[config.mk]
export PLATFORM = sky130hd
export DESIGN_NAME = ompc_ctrl
export DESIGN_NICKNAME = d
export VERILOG_FILES = /design/src/core/ompc_pkg.sv /design/src/core/ompc_ctrl.sv
export SDC_FILE = /design/constraint.sdc
export NUM_CORES = 1
export LEC_CHECK = 0
export BUFFER_PORTS_ARGS = -buffer_cell sky130_fd_sc_hd__buf_4
export CAP_MARGIN = 20
export CORE_ASPECT_RATIO = 0.8
export CORE_MARGIN = 4
export CORE_UTILIZATION = 55
export CTS_CLUSTER_DIAMETER = 30
export CTS_CLUSTER_SIZE = 28
export DETAILED_ROUTE_END_ITERATION = 8
export PLACE_DENSITY = 0.8
export SLEW_MARGIN = 30
export SYNTH_ARGS = -nofsm -noshare
export SYNTH_HDL_FRONTEND = slang
export SYNTH_SLANG_ARGS = --single-unit
[constraint.sdc]
create_clock -name ref_clk -period 2.8 [get_ports ref_clk]
set_clock_uncertainty 0.2 [all_clocks]
set_input_delay 0.56 -clock ref_clk [delete_from_list [all_inputs] [get_ports ref_clk]]
set_output_delay 0.56 -clock ref_clk [all_outputs]
set_load 0.05 [all_outputs]
[src/core/ompc_pkg.sv]
// package of constants and types for the operating-mode power controller
package ompc_pkg;
   // ==========================================
   // mode encoding (gray along green-halt-start and green-normal steps)
   typedef enum logic [2:0] {
      OMPC_GREEN  = 3'h0,
      OMPC_NORMAL = 3'h4,
      OMPC_SLEEP  = 3'h1,
      OMPC_IDLE   = 3'h2,
      OMPC_START  = 3'h3
   } ompc_state_t;

   // ==========================================
   // watchdog clock source select
   localparam logic [1:0] WDT_SRC_INSTR = 2'h0;
   localparam logic [1:0] WDT_SRC_32K   = 2'h1;
   localparam logic [1:0] WDT_SRC_OWN   = 2'h2;

   // ==========================================
   // timing
   localparam int          STARTUP_CYCLES = 1024;
   localparam logic [10:0] STARTUP_LAST   = 11'h3ff;
   localparam int          PA_WIDTH       = 8;
   localparam int          IRQ_WIDTH      = 8;
   // interrupt lines that need the 32768Hz crystal (timers, rtc, dialer)
   localparam logic [7:0]  IRQ_NEEDS_32K  = 8'h0f;
   // build-time port A wake mask default
   localparam logic [7:0]  PA_WAKE_MASK   = 8'hff;

   // ==========================================
   // reset values
   localparam logic RST_PDF = 1'b0;
   localparam logic RST_TO  = 1'b0;
endpackage : ompc_pkg

[src/core/ompc_ctrl.sv]
// operating-mode and halt/wake controller
`timescale 1ns/1ps
module ompc_ctrl #(
   parameter logic [7:0] PA_WAKE = ompc_pkg::PA_WAKE_MASK
) (
   input  wire logic       ref_clk,
   input  wire logic       rst_b,
   input  wire logic       halt_exec,
   input  wire logic       mode_select_high,
   input  wire logic       mode_select_low,
   input  wire logic       upconvert_enable,
   input  wire logic       ext_reset_evt,
   input  wire logic       wdt_timeout_evt,
   input  wire logic [7:0] irq_req,
   input  wire logic [7:0] irq_enable,
   input  wire logic       stack_full,
   input  wire logic [7:0] port_a_pins,
   input  wire logic [1:0] wdt_src_sel,
   input  wire logic       wdt_enable,
   output logic            sys_clk_en,
   output logic            osc_32k_en,
   output logic            osc_fast_en,
   output logic            fast_clk_sel,
   output logic            cpu_run,
   output logic            irq_take,
   output logic            watchdog_run,
   output logic            watchdog_clear,
   output logic            power_down_flag,
   output logic            timeout_flag
);
   // ==========================================
   // port A synchroniser: three stages, change seen when 2nd and 3rd agree
   logic [7:0] pa_s1_q, pa_s2_q, pa_s3_q, pa_st_q;
   always_ff @(posedge ref_clk or negedge rst_b) begin
      if (!rst_b) begin
         pa_s1_q <= 8'hff;
         pa_s2_q <= 8'hff;
         pa_s3_q <= 8'hff;
      end else begin
         pa_s1_q <= port_a_pins;
         pa_s2_q <= pa_s1_q;
         pa_s3_q <= pa_s2_q;
      end
   end
   genvar gi;
   generate
      for (gi = 0; gi < 8; gi++) begin : g_pa
         always_ff @(posedge ref_clk or negedge rst_b) begin
            if (!rst_b)
               pa_st_q[gi] <= 1'b1;
            else if (pa_s2_q[gi] == pa_s3_q[gi])
               pa_st_q[gi] <= pa_s3_q[gi];
         end
      end
   endgenerate

   // ==========================================
   // state and decode
   ompc_pkg::ompc_state_t state_q, state_d;
   logic [10:0] sst_q;
   logic [7:0]  pa_ref_q;      // port A level captured at halt
   logic [7:0]  irq_pre_q;     // flags already set at halt
   logic        wake_irq_q;    // wake came from an acknowledged irq
   logic        irq_wait_q;
   logic        in_halt, is_idle, halt_go;
   logic [7:0]  irq_live, irq_wake_v, pa_wake_v;
   logic        any_reset, irq_wake, pa_wake, wake, irq_ack, sst_done;

   assign in_halt    = (state_q == ompc_pkg::OMPC_SLEEP) ||
                       (state_q == ompc_pkg::OMPC_IDLE);
   assign is_idle    = (state_q == ompc_pkg::OMPC_IDLE);
   // only taken from green: normal, start-up and halt refuse it
   assign halt_go    = halt_exec && !mode_select_high &&
                       !upconvert_enable &&
                       (state_q == ompc_pkg::OMPC_GREEN);
   // crystal-dependent lines are dead while idle
   assign irq_live   = is_idle ? (irq_req & ~ompc_pkg::IRQ_NEEDS_32K)
                               : irq_req;
   assign irq_wake_v = irq_live & ~irq_pre_q;
   assign irq_wake   = in_halt && (|irq_wake_v);
   assign pa_wake_v  = (pa_st_q ^ pa_ref_q) & PA_WAKE;
   assign pa_wake    = in_halt && (|pa_wake_v);
   assign any_reset  = ext_reset_evt || wdt_timeout_evt;
   assign wake       = in_halt && (irq_wake || pa_wake);
   // take interrupt only if enabled and stack has room
   assign irq_ack    = |(irq_wake_v & irq_enable) && !stack_full;
   assign sst_done   = (state_q == ompc_pkg::OMPC_START) &&
                       (sst_q == ompc_pkg::STARTUP_LAST);

   always_comb begin
      state_d = state_q;
      unique case (state_q)
         ompc_pkg::OMPC_GREEN: begin
            if (halt_go)
               state_d = mode_select_low ? ompc_pkg::OMPC_IDLE
                                         : ompc_pkg::OMPC_SLEEP;
            else if (mode_select_high && upconvert_enable)
               state_d = ompc_pkg::OMPC_NORMAL;
         end
         ompc_pkg::OMPC_NORMAL: begin
            if (!mode_select_high || !upconvert_enable)
               state_d = ompc_pkg::OMPC_GREEN;
         end
         ompc_pkg::OMPC_SLEEP, ompc_pkg::OMPC_IDLE: begin
            if (any_reset || wake)
               state_d = ompc_pkg::OMPC_START;
         end
         ompc_pkg::OMPC_START: begin
            if (sst_done)
               state_d = ompc_pkg::OMPC_GREEN;
         end
         default: state_d = ompc_pkg::OMPC_GREEN;
      endcase
   end

   // ==========================================
   // registers
   always_ff @(posedge ref_clk or negedge rst_b) begin
      if (!rst_b) begin
         state_q <= ompc_pkg::OMPC_START;
         sst_q   <= 11'h000;
      end else begin
         state_q <= state_d;
         sst_q   <= (state_q == ompc_pkg::OMPC_START && !sst_done)
                    ? sst_q + 11'h001 : 11'h000;
      end
   end

   always_ff @(posedge ref_clk or negedge rst_b) begin
      if (!rst_b) begin
         pa_ref_q   <= 8'hff;
         irq_pre_q  <= 8'h00;
         wake_irq_q <= 1'b0;
         irq_wait_q <= 1'b0;
      end else begin
         if (halt_go) begin
            pa_ref_q  <= pa_st_q;
            irq_pre_q <= irq_req;
         end
         if (in_halt && any_reset)
            wake_irq_q <= 1'b0;
         else if (in_halt && wake)
            wake_irq_q <= irq_wake && irq_ack;
         // one extra cycle before the service routine
         irq_wait_q <= sst_done && wake_irq_q;
      end
   end

   // flags: halt sets pd, clears to; reset events record source
   always_ff @(posedge ref_clk or negedge rst_b) begin
      if (!rst_b) begin
         power_down_flag <= ompc_pkg::RST_PDF;
         timeout_flag    <= ompc_pkg::RST_TO;
      end else if (halt_go) begin
         power_down_flag <= 1'b1;
         timeout_flag    <= 1'b0;
      end else if (wdt_timeout_evt) begin
         timeout_flag    <= 1'b1;
      end else if (ext_reset_evt && in_halt) begin
         timeout_flag    <= 1'b0;
      end
   end

   // ==========================================
   // outputs, all registered; irq_take from irq_wait_q, the others from next state
   logic st_halt_d, st_idle_d, st_norm_d, st_run_d, wd_run_d;
   assign st_halt_d = (state_d == ompc_pkg::OMPC_SLEEP) ||
                      (state_d == ompc_pkg::OMPC_IDLE);
   assign st_idle_d = (state_d == ompc_pkg::OMPC_IDLE);
   assign st_norm_d = (state_d == ompc_pkg::OMPC_NORMAL);
   assign st_run_d  = (state_d == ompc_pkg::OMPC_GREEN) ||
                      (state_d == ompc_pkg::OMPC_NORMAL);
   assign wd_run_d  = wdt_enable &&
      !(st_halt_d && wdt_src_sel == ompc_pkg::WDT_SRC_INSTR) &&
      !(st_idle_d && wdt_src_sel == ompc_pkg::WDT_SRC_32K);

   // ram, registers and ports are untouched: only the clock gates drop
   always_ff @(posedge ref_clk or negedge rst_b) begin
      if (!rst_b) begin
         sys_clk_en     <= 1'b1;
         osc_32k_en     <= 1'b1;
         osc_fast_en    <= 1'b0;
         fast_clk_sel   <= 1'b0;
         cpu_run        <= 1'b0;
         irq_take       <= 1'b0;
         watchdog_run   <= 1'b0;
         watchdog_clear <= 1'b0;
      end else begin
         sys_clk_en     <= !st_halt_d;
         osc_32k_en     <= !st_idle_d;
         osc_fast_en    <= upconvert_enable && !st_halt_d;
         fast_clk_sel   <= st_norm_d;
         cpu_run        <= st_run_d;
         irq_take       <= irq_wait_q;
         watchdog_run   <= wd_run_d;
         watchdog_clear <= halt_go && wd_run_d;
      end
   end
endmodule : ompc_ctrl

==> impl_summary.md, run 1 <==
Run status
The run finished with clean final reports.

Place
The total instance count after detailed placement is roughly 350. The HPWL after detailed placement is 3522 µm. The count of port buffers added during placement is 45. The area of placed instances is 3329 µm².

The pre-CTS worst setup slack is around 150 ps. The congestion estimate from routability-driven global placement came to about 0.83.

Floorplanning
The floorplan has 23 rows. The core footprint is 5065 µm². In this run the count of I/O pins placed on the die edge is 46. The starting density of the core is roughly 58%. The die outline height is between 70 and 80 µm. The floorplan step defined a die boundary enclosing between 6000 and 7000 µm². From left edge to right edge, the die measures between 80 and 90 µm.

Clock tree
After clock tree synthesis, the clock-pin slew on the worst setup and hold paths is ~80 ps. The clock root buffer is sky130_fd_sc_hd__clkbuf_8. The H-tree was split into 3 levels. Post-CTS repair changed the size of 0 cells.

In this run the deepest clock path goes through 2 buffers. The clock insertion delay at the later pin of the skew report is roughly 340 ps. The CTS tree is yes. The number of buffers inserted to repair setup after CTS is 0. The number of clock buffers inserted by TritonCTS is 9. The CTS sink count is 74.

Setup path
The signal on the critical path passes through or3b_2 -> o41ai_1 -> and4_1 -> a21oi_1 -> a211oi_1 -> and3b_1. STA classifies the critical path endpoint as a flop. The data arrival at the endpoint of the critical path is ~2600 ps. At the worst endpoint, the required time is around 2800 ps. The setup path with the least slack is of type flop to flop. Counting both buffers and inverters, the worst setup path holds a total of 0. The dominant delay contributor by cell family on the critical path is simple AND/OR/NAND/NOR gates. For this run, the slowest stage of the critical path takes between 500 and 600 ps. The total stage count of the critical path is 6.

The peak fanout along the critical path is 7. The number of cells on the worst reg-to-reg path is 6. For this design, the slowest cell found on the critical path is sky130_fd_sc_hd__dfstp_2. STA classifies the critical path startpoint as a flop.

Job
The number of max-cap violations is 0.

Timing
Setup repair after global routing left no endpoint under its margin. The number of slew-limit violations in the final report is 0. The final count of hold timing violations is 0. The worst path meets setup with 267.7 ps of slack. The transition time at the pin with the least slew margin is around 430 ps. For this run, the top clock speed supported by timing is roughly 400 MHz. Of the available clock period, the critical path in the final layout requires about 90%. Headroom to the max-slew limit came out at approximately 71%. The final setup violation count is 0.

The final-layout setup total negative slack is 0 ps. The final critical delay including setup and external delays is between 2000 and 3000 ps.

Power and ir drop
The sequential fraction of design power is approximately 45%. For this design the ratio of total power to cell area is approximately 920 nW/µm². Internal power comes to between 0.002 and 0.0025 W. The clock network is responsible for roughly 28% of the overall power. The total leakage power is ~1.7 nW. The total power draw is 0.003298 W. The worst ir drop on vdd is slightly above 0.0006 V. The combinational share of power is 27.2%. The switching part of the total is around a third. The analysis attributes to net switching a power of about 0.0011 W.

Min path
In this run the worst hold path is classified as primary input to flop. Counting instances, the worst hold path has a depth of 1.

Logic synthesis
The fraction of registers with async set or reset after synthesis is 100.0%. During synthesis, Yosys emitted a total of 0 warnings. The mean instance size in the synthesized netlist is roughly 12 µm².

The net count after synthesis is between 200 and 300. The share of the Yosys chip area taken by registers is about two thirds. Yosys mapped the design onto 40 distinct sky130hd cell types. The number of enable-type register cells in the synthesized netlist is 0. The synthesized netlist occupies a cell area of a little under 3000 µm².

The number of cells produced by synthesis is between 200 and 250. For this run, the leading register cell type out of synthesis is sky130_fd_sc_hd__dfstp_2. The register bit count reported by yosys is between 70 and 80.

Cells and area
The proportion of layout cells with a drive suffix above 1 is between 30 and 40%. The area taken by flip-flops and latches is about 1900 µm². The number of nets in the layout is approximately 340. Excluding fillers, the count of instances in the completed layout stands at 365. 0 antenna diodes ended up in the layout. The area of the multi-input gates is 969.7 µm². Compared with the post-synthesis result, the final layout area differs by 23.49%. The filler cell count in the final layout is 366. With fillers left out, the area of the finished cells amounts to around 3600 µm².

Detailed routing
Using the TritonRoute via totals, the vias-per-cell ratio works out to approximately 5.2. The number of search-and-repair iterations in the first detailed-routing pass is 4. The routed length per instance is roughly 14 µm. The number of remaining DRC errors is 0.

The remaining antenna violation count is 0. After the first detailed-routing iteration, the DRC count stood at between 70 and 80. The aggregate routed wire length is about 5100 µm. Across all layers, the routed design uses between 1500 and 2000 vias.

Global route
The initial antenna violation count is 0. The first global-routing pass estimated about 8700 µm of wire. The number of global-route vias before repair is around 2000. Entering global routing, the biggest net connects 75 pins. The total global-route track usage is 17.83%. The total overflow reported by the global router is 0.
[layer usage]
| metal | vias up | wire [µm] | share of wire, % | global-route usage [%] |
|---|---|---|---|---|
| li1 | 929 | - | - | - |
| met1 | 919 | 2300 | 45 | 23.86 |
| met2 | 45 | 2357 | 46 | 26.08 |
| met3 | 12 | 349 | 6.8 | 6.659 |
| met4 | 0 | 111 | 2.2 | 7.769 |
| met5 | - | 0 | 0 | 0 |
[kinds of logic (layout without fill, tap and decap cells)]
family	count (synthesis)	count (layout)	share of synthesized area (%)
flip-flops	74	74	65.44
buffers and inverters	8	70	1.288
adder cells (fa/ha/maj)	9	9	3.177
AO/OA/AOI/OAI	18	18	5.324
XOR/XNOR	17	17	5.110
AND/OR/NAND/NOR	115	115	19.67
[sequential cells by signal, summed over array words and instances, names as in the netlist, 3 cells and up]
register / count
pa_s3_q: 8
pa_st_q: 8
pa_s1_q: 8
pa_s2_q: 8
state_q: 3
pa_ref_q: 8
sst_q: 11
irq_pre_q: 8
[synthesized netlist by cell type (2+ instances only)]
cell type,n,area [µm²]
sky130_fd_sc_hd__xor2_1,14,122.6
sky130_fd_sc_hd__and4_1,3,26.28
sky130_fd_sc_hd__nor2b_1,10,62.56
sky130_fd_sc_hd__a21oi_1,3,15.01
sky130_fd_sc_hd__xnor2_1,3,26.28
sky130_fd_sc_hd__inv_1,4,15.01
sky130_fd_sc_hd__a21o_1,2,15.01
sky130_fd_sc_hd__nor2_1,15,56.30
sky130_fd_sc_hd__a22oi_1,4,30.03
sky130_fd_sc_hd__dfstp_2,44,1156
sky130_fd_sc_hd__nor4_1,3,18.77
sky130_fd_sc_hd__nand3_1,5,25.02
sky130_fd_sc_hd__nand2_1,60,225.2
sky130_fd_sc_hd__nor3_1,5,25.02
sky130_fd_sc_hd__and3b_1,2,17.52
sky130_fd_sc_hd__dfrtp_1,30,750.7
sky130_fd_sc_hd__nand2b_1,2,12.51
sky130_fd_sc_hd__clkbuf_1,3,11.26
sky130_fd_sc_hd__maj3_1,8,80.08
[worst reg2reg max path, delay by kind of cell, from the launching register on]
family / cells / cell delay, ps
AOI/OAI and AO/OA: 3 / 630
DFF: 1 / 590
and+or+nand+nor: 3 / 1010
[repair_timing]
action,in CTS,in global routing
endpoints found under the hold margin,0,9
setup endpoints to repair,0,0
hold buffers,0,1
[final timing paths]
kind / from / slack (ps) / endpoint
worst max-delay path: state_q[1]$_DFF_PN1_ / 270 / osc_fast_en$_DFF_PN0_
worst max register to register: state_q[1]$_DFF_PN1_ / 270 / osc_fast_en$_DFF_PN0_
max in group asynchronous: rst_b / 1390 / state_q[0]$_DFF_PN1_
min in group asynchronous: rst_b / 420 / sst_q[5]$_DFF_PN0_
worst min register to register: pa_s1_q[3]$_DFF_PN1_ / 160 / pa_s2_q[3]$_DFF_PN1_
worst min-delay path: port_a_pins[4] / 120 / pa_s1_q[4]$_DFF_PN1_
[cell type report]
class | instances | area share [%]
clock inverter | 4 | 1.495
timing repair buffer | 50 | 11.06
inverter | 4 | 0.4172
sequential | 74 | 52.99
multi-input combinational | 159 | 26.95
clock buffer | 12 | 4.937
tap | 62 | 2.156
[power by group through the flow]
stage	sequential (W)	clock, W	combinational, W
floorplan	0.00164	0	0.000483
global placement	0.00150	0	0.000873
detailed placement	0.00151	0	0.000891
CTS	0.00149	0.000932	0.000900
global route	0.00152	0.000981	0.000988
finish	0.00149	0.000911	0.000899
[stage by stage]
step / hold WS, ps / util [%]
after floorplan: 64.41 / -
after global placement: 145.6 / 65.74
after detailed placement: 146.8 / 65.74
after CTS: 98.50 / 70.31
after global routing: 89.04 / 71.05
final: 117.7 / 71.05
[cells in the final DEF, fill, tap and decap left out, types with 2 or more instances in the layout]
cell type / instances
sky130_fd_sc_hd__a21o_1: 2
sky130_fd_sc_hd__xor2_1: 14
sky130_fd_sc_hd__nor2b_1: 10
sky130_fd_sc_hd__nand3_1: 5
sky130_fd_sc_hd__clkbuf_8: 9
sky130_fd_sc_hd__nor4_1: 3
sky130_fd_sc_hd__a21oi_1: 3
sky130_fd_sc_hd__nor3_1: 5
sky130_fd_sc_hd__and4_1: 3
sky130_fd_sc_hd__nand2_1: 60
sky130_fd_sc_hd__maj3_1: 8
sky130_fd_sc_hd__dfstp_2: 44
sky130_fd_sc_hd__clkbuf_16: 2
sky130_fd_sc_hd__buf_4: 48
sky130_fd_sc_hd__inv_1: 4
sky130_fd_sc_hd__nor2_1: 15
sky130_fd_sc_hd__nand2b_1: 2
sky130_fd_sc_hd__xnor2_1: 3
sky130_fd_sc_hd__a22oi_1: 4
sky130_fd_sc_hd__dfrtp_1: 30
sky130_fd_sc_hd__and3b_1: 2
No activity file was read; power rests on OpenSTA's default activity.
==> inputs of run 2 (changes only) <==
--- a/config.mk
+++ b/config.mk
@@ -13,6 +13,7 @@
 export CTS_CLUSTER_DIAMETER = 30
 export CTS_CLUSTER_SIZE = 28
 export DETAILED_ROUTE_END_ITERATION = 8
+export HOLD_SLACK_MARGIN = 0.12
 export PLACE_DENSITY = 0.8
 export SLEW_MARGIN = 30
 export SYNTH_ARGS = -nofsm -noshare
==> run 2 against run 1 <==
  * Wire length up 1.7%
  * Power is 0.31% higher
  * Highest routed layer unchanged
  * Sequential share of layout area down 1.2 points
  * Sequential power about the same
  * Via count grew 1.3%
  * First-iteration DRC count is 12% lower
  * Flip-flop and latch count stayed put
==> impl_summary.md, run 2 (synthesis gave the netlist of run 1 again) <==
Run status
The run finished with clean final reports.

Clock tree
After clock tree synthesis, the clock-pin slew on the worst setup and hold paths is 70 ps. The number of cells upsized or downsized after cts is 0. The hold-fix buffer count after cts is 8. Counting the buffers created by CTS gives 9. The clock root buffer is sky130_fd_sc_hd__clkbuf_8. Clock latency on the worst-skew pair, taken at its later pin, is 340 ps. TritonCTS built the clock tree.

The number of buffers inserted to repair setup after CTS is 0. Counting along the longest clock path gives a buffer depth of 2. CTS built an H-tree with a depth of 3. The CTS sink count is 74.

Floorplanning
For this design the top-level I/O count stands at 46. The number of placement rows is 23. The starting density of the core is a little under three fifths. The die outline height is about 73 µm. The floorplan step set the die width to 89.38 µm. The area of the die is ~6500 µm². The core footprint is between 5000 and 6000 µm².

Cells and area
The net count of the finished layout is ~340. From synthesis to final layout, the design area changed by 26.23%. The proportion of layout cells with a drive suffix above 1 is about 38%.

The register with the most flip-flops is sst_q. The most common library cell in the layout ignoring fill and taps is sky130_fd_sc_hd__nand2_1. The library cells used most frequently in the layout, excluding fill and tap cells, are sky130_fd_sc_hd__nand2_1, sky130_fd_sc_hd__buf_4, sky130_fd_sc_hd__dfstp_2, sky130_fd_sc_hd__dfrtp_1, sky130_fd_sc_hd__nor2_1. The flip-flop count of the largest register, all copies and words added is 11. The number of antenna diodes in the final layout is 0.

Timing
The transition time at the pin with the least slew margin is between 400 and 500 ps. The final setup violation count is 0. Setup repair after global routing left no endpoint under its margin. For the finished layout, the period the worst path requires is about 2500 ps. For the final routed database, the setup TNS stands at 0 ps.

Static timing analysis puts the maximum clock frequency at between 300 and 400 MHz. The final count of hold timing violations is 0. Hold is met by 157.2 ps. Setup slack on the critical path of the routed design comes to between 200 and 300 ps.

The headroom to the max-slew limit is 70.97%. The share of the clock period used by the worst path is 90.47%. The number of slew-limit violations in the final report is 0.

Detailed routing
Using the TritonRoute via totals, the vias-per-cell ratio works out to between 5 and 6. The aggregate routed wire length is 5206 µm. The first TritonRoute pass finished after 4 iterations. For this block, the initial DRC count from the detailed router was between 60 and 70. The total number of vias is just under 2000.

The routed length per instance is between 10 and 15 µm. The remaining antenna violation count is 0. The number of remaining DRC errors is 0.

Job
The number of max-cap violations is 0.

Place
The final weighted congestion in routability-driven placement is 0.8308. OpenSTA, run right after detailed placement, puts the worst setup slack at ~150 ps. The count of port buffers added during placement is 45. The final HPWL from detailed placement is approximately 3500 µm.

Power and ir drop
After layout, the design draws a total of 0.003308 W. The worst ir drop on vdd is ~0.00061 V. The analysis attributes to cell leakage a power of roughly 1.7 nW. Dividing total power by cell area gives a power density of about 900 nW/µm².

Min path
The min-delay analysis places its worst path in the category flop to flop.

Global route
The global-route wire length before repair is around 9000 µm. The total overflow reported by the global router is 0. The largest net degree at the start of global routing is 75. The initial antenna violation count is 0. The total global-route track usage is between 10% and 20%. The number of global-route vias before repair came to ~2000.

Setup path
The worst setup path is launched from a flop. The data arrival at the endpoint of the critical path is around 2600 ps. STA puts the critical path data required time at roughly 2800 ps. The worst setup path is captured at a flop. The class of the most critical setup path is flop to flop. The peak fanout along the critical path is 7.
-- run 2: cell count changes in the layout (fill, tap and decap cells not counted), sizes merged --
cell and change:
dlygate4sd3 +8
-- run 2: power by group --
group	switching [W]	leakage [nW]	internal [W]
Sequential	0.000135	0.860	0.00135
Combinational	0.000553	0.708	0.000355
Clock	0.000386	0.118	0.000525
Total	0.00107	1.69	0.00223
-- run 2: stage by stage --
stage                     instance area, µm²  std cells  util (%)
after floorplan                         2914        241         -
after global placement                  3329        347     65.74
after detailed placement                3329        347     65.74
after CTS                               3641        371     71.89
after global routing                    3679        373     72.63
final                                   3679        373     72.63
-- run 2: worst paths after layout --
kind                                    endpoint                 start  slack [ps]  cells after the start
setup / recovery           osc_fast_en$_DFF_PN0_  state_q[1]$_DFF_PN1_         270                      6
hold / removal              pa_s2_q[3]$_DFF_PN1_  pa_s1_q[3]$_DFF_PN1_         160                      0
setup reg to reg           osc_fast_en$_DFF_PN0_  state_q[1]$_DFF_PN1_         270                      6
hold reg to reg             pa_s2_q[3]$_DFF_PN1_  pa_s1_q[3]$_DFF_PN1_         160                      0
max in group asynchronous   sys_clk_en$_DFF_PN1_                 rst_b        1390                      3
min in group asynchronous     sst_q[5]$_DFF_PN0_                 rst_b         420                      2
-- run 2: area by class of cell --
type | instances | area [µm²]
Clock buffer | 12 | 177.7
Clock inverter | 4 | 53.80
Fill cell | 354 | 1386
Inverter | 4 | 15.01
Multi-Input combinational cell | 159 | 969.7
Sequential cell | 74 | 1907
Tap cell | 62 | 77.57
Timing Repair Buffer | 58 | 478.0
-- run 2: critical path, cell delays in order (launching register included) --
cell                       delay, ps
sky130_fd_sc_hd__dfstp_2         590
sky130_fd_sc_hd__or3b_2          470
sky130_fd_sc_hd__o41ai_1         110
sky130_fd_sc_hd__and4_1          310
sky130_fd_sc_hd__a21oi_1         140
sky130_fd_sc_hd__a211oi_1        370
sky130_fd_sc_hd__and3b_1         220
-- run 2: routing by layer --
metal | vias up | GRT usage, % | wire, µm
met2 | 45 | 27.06 | 2419
met3 | 12 | 6.659 | 339
met5 | - | 0 | 0
met4 | 0 | 7.769 | 111
met1 | 927 | 24.46 | 2335
li1 | 945 | - | -
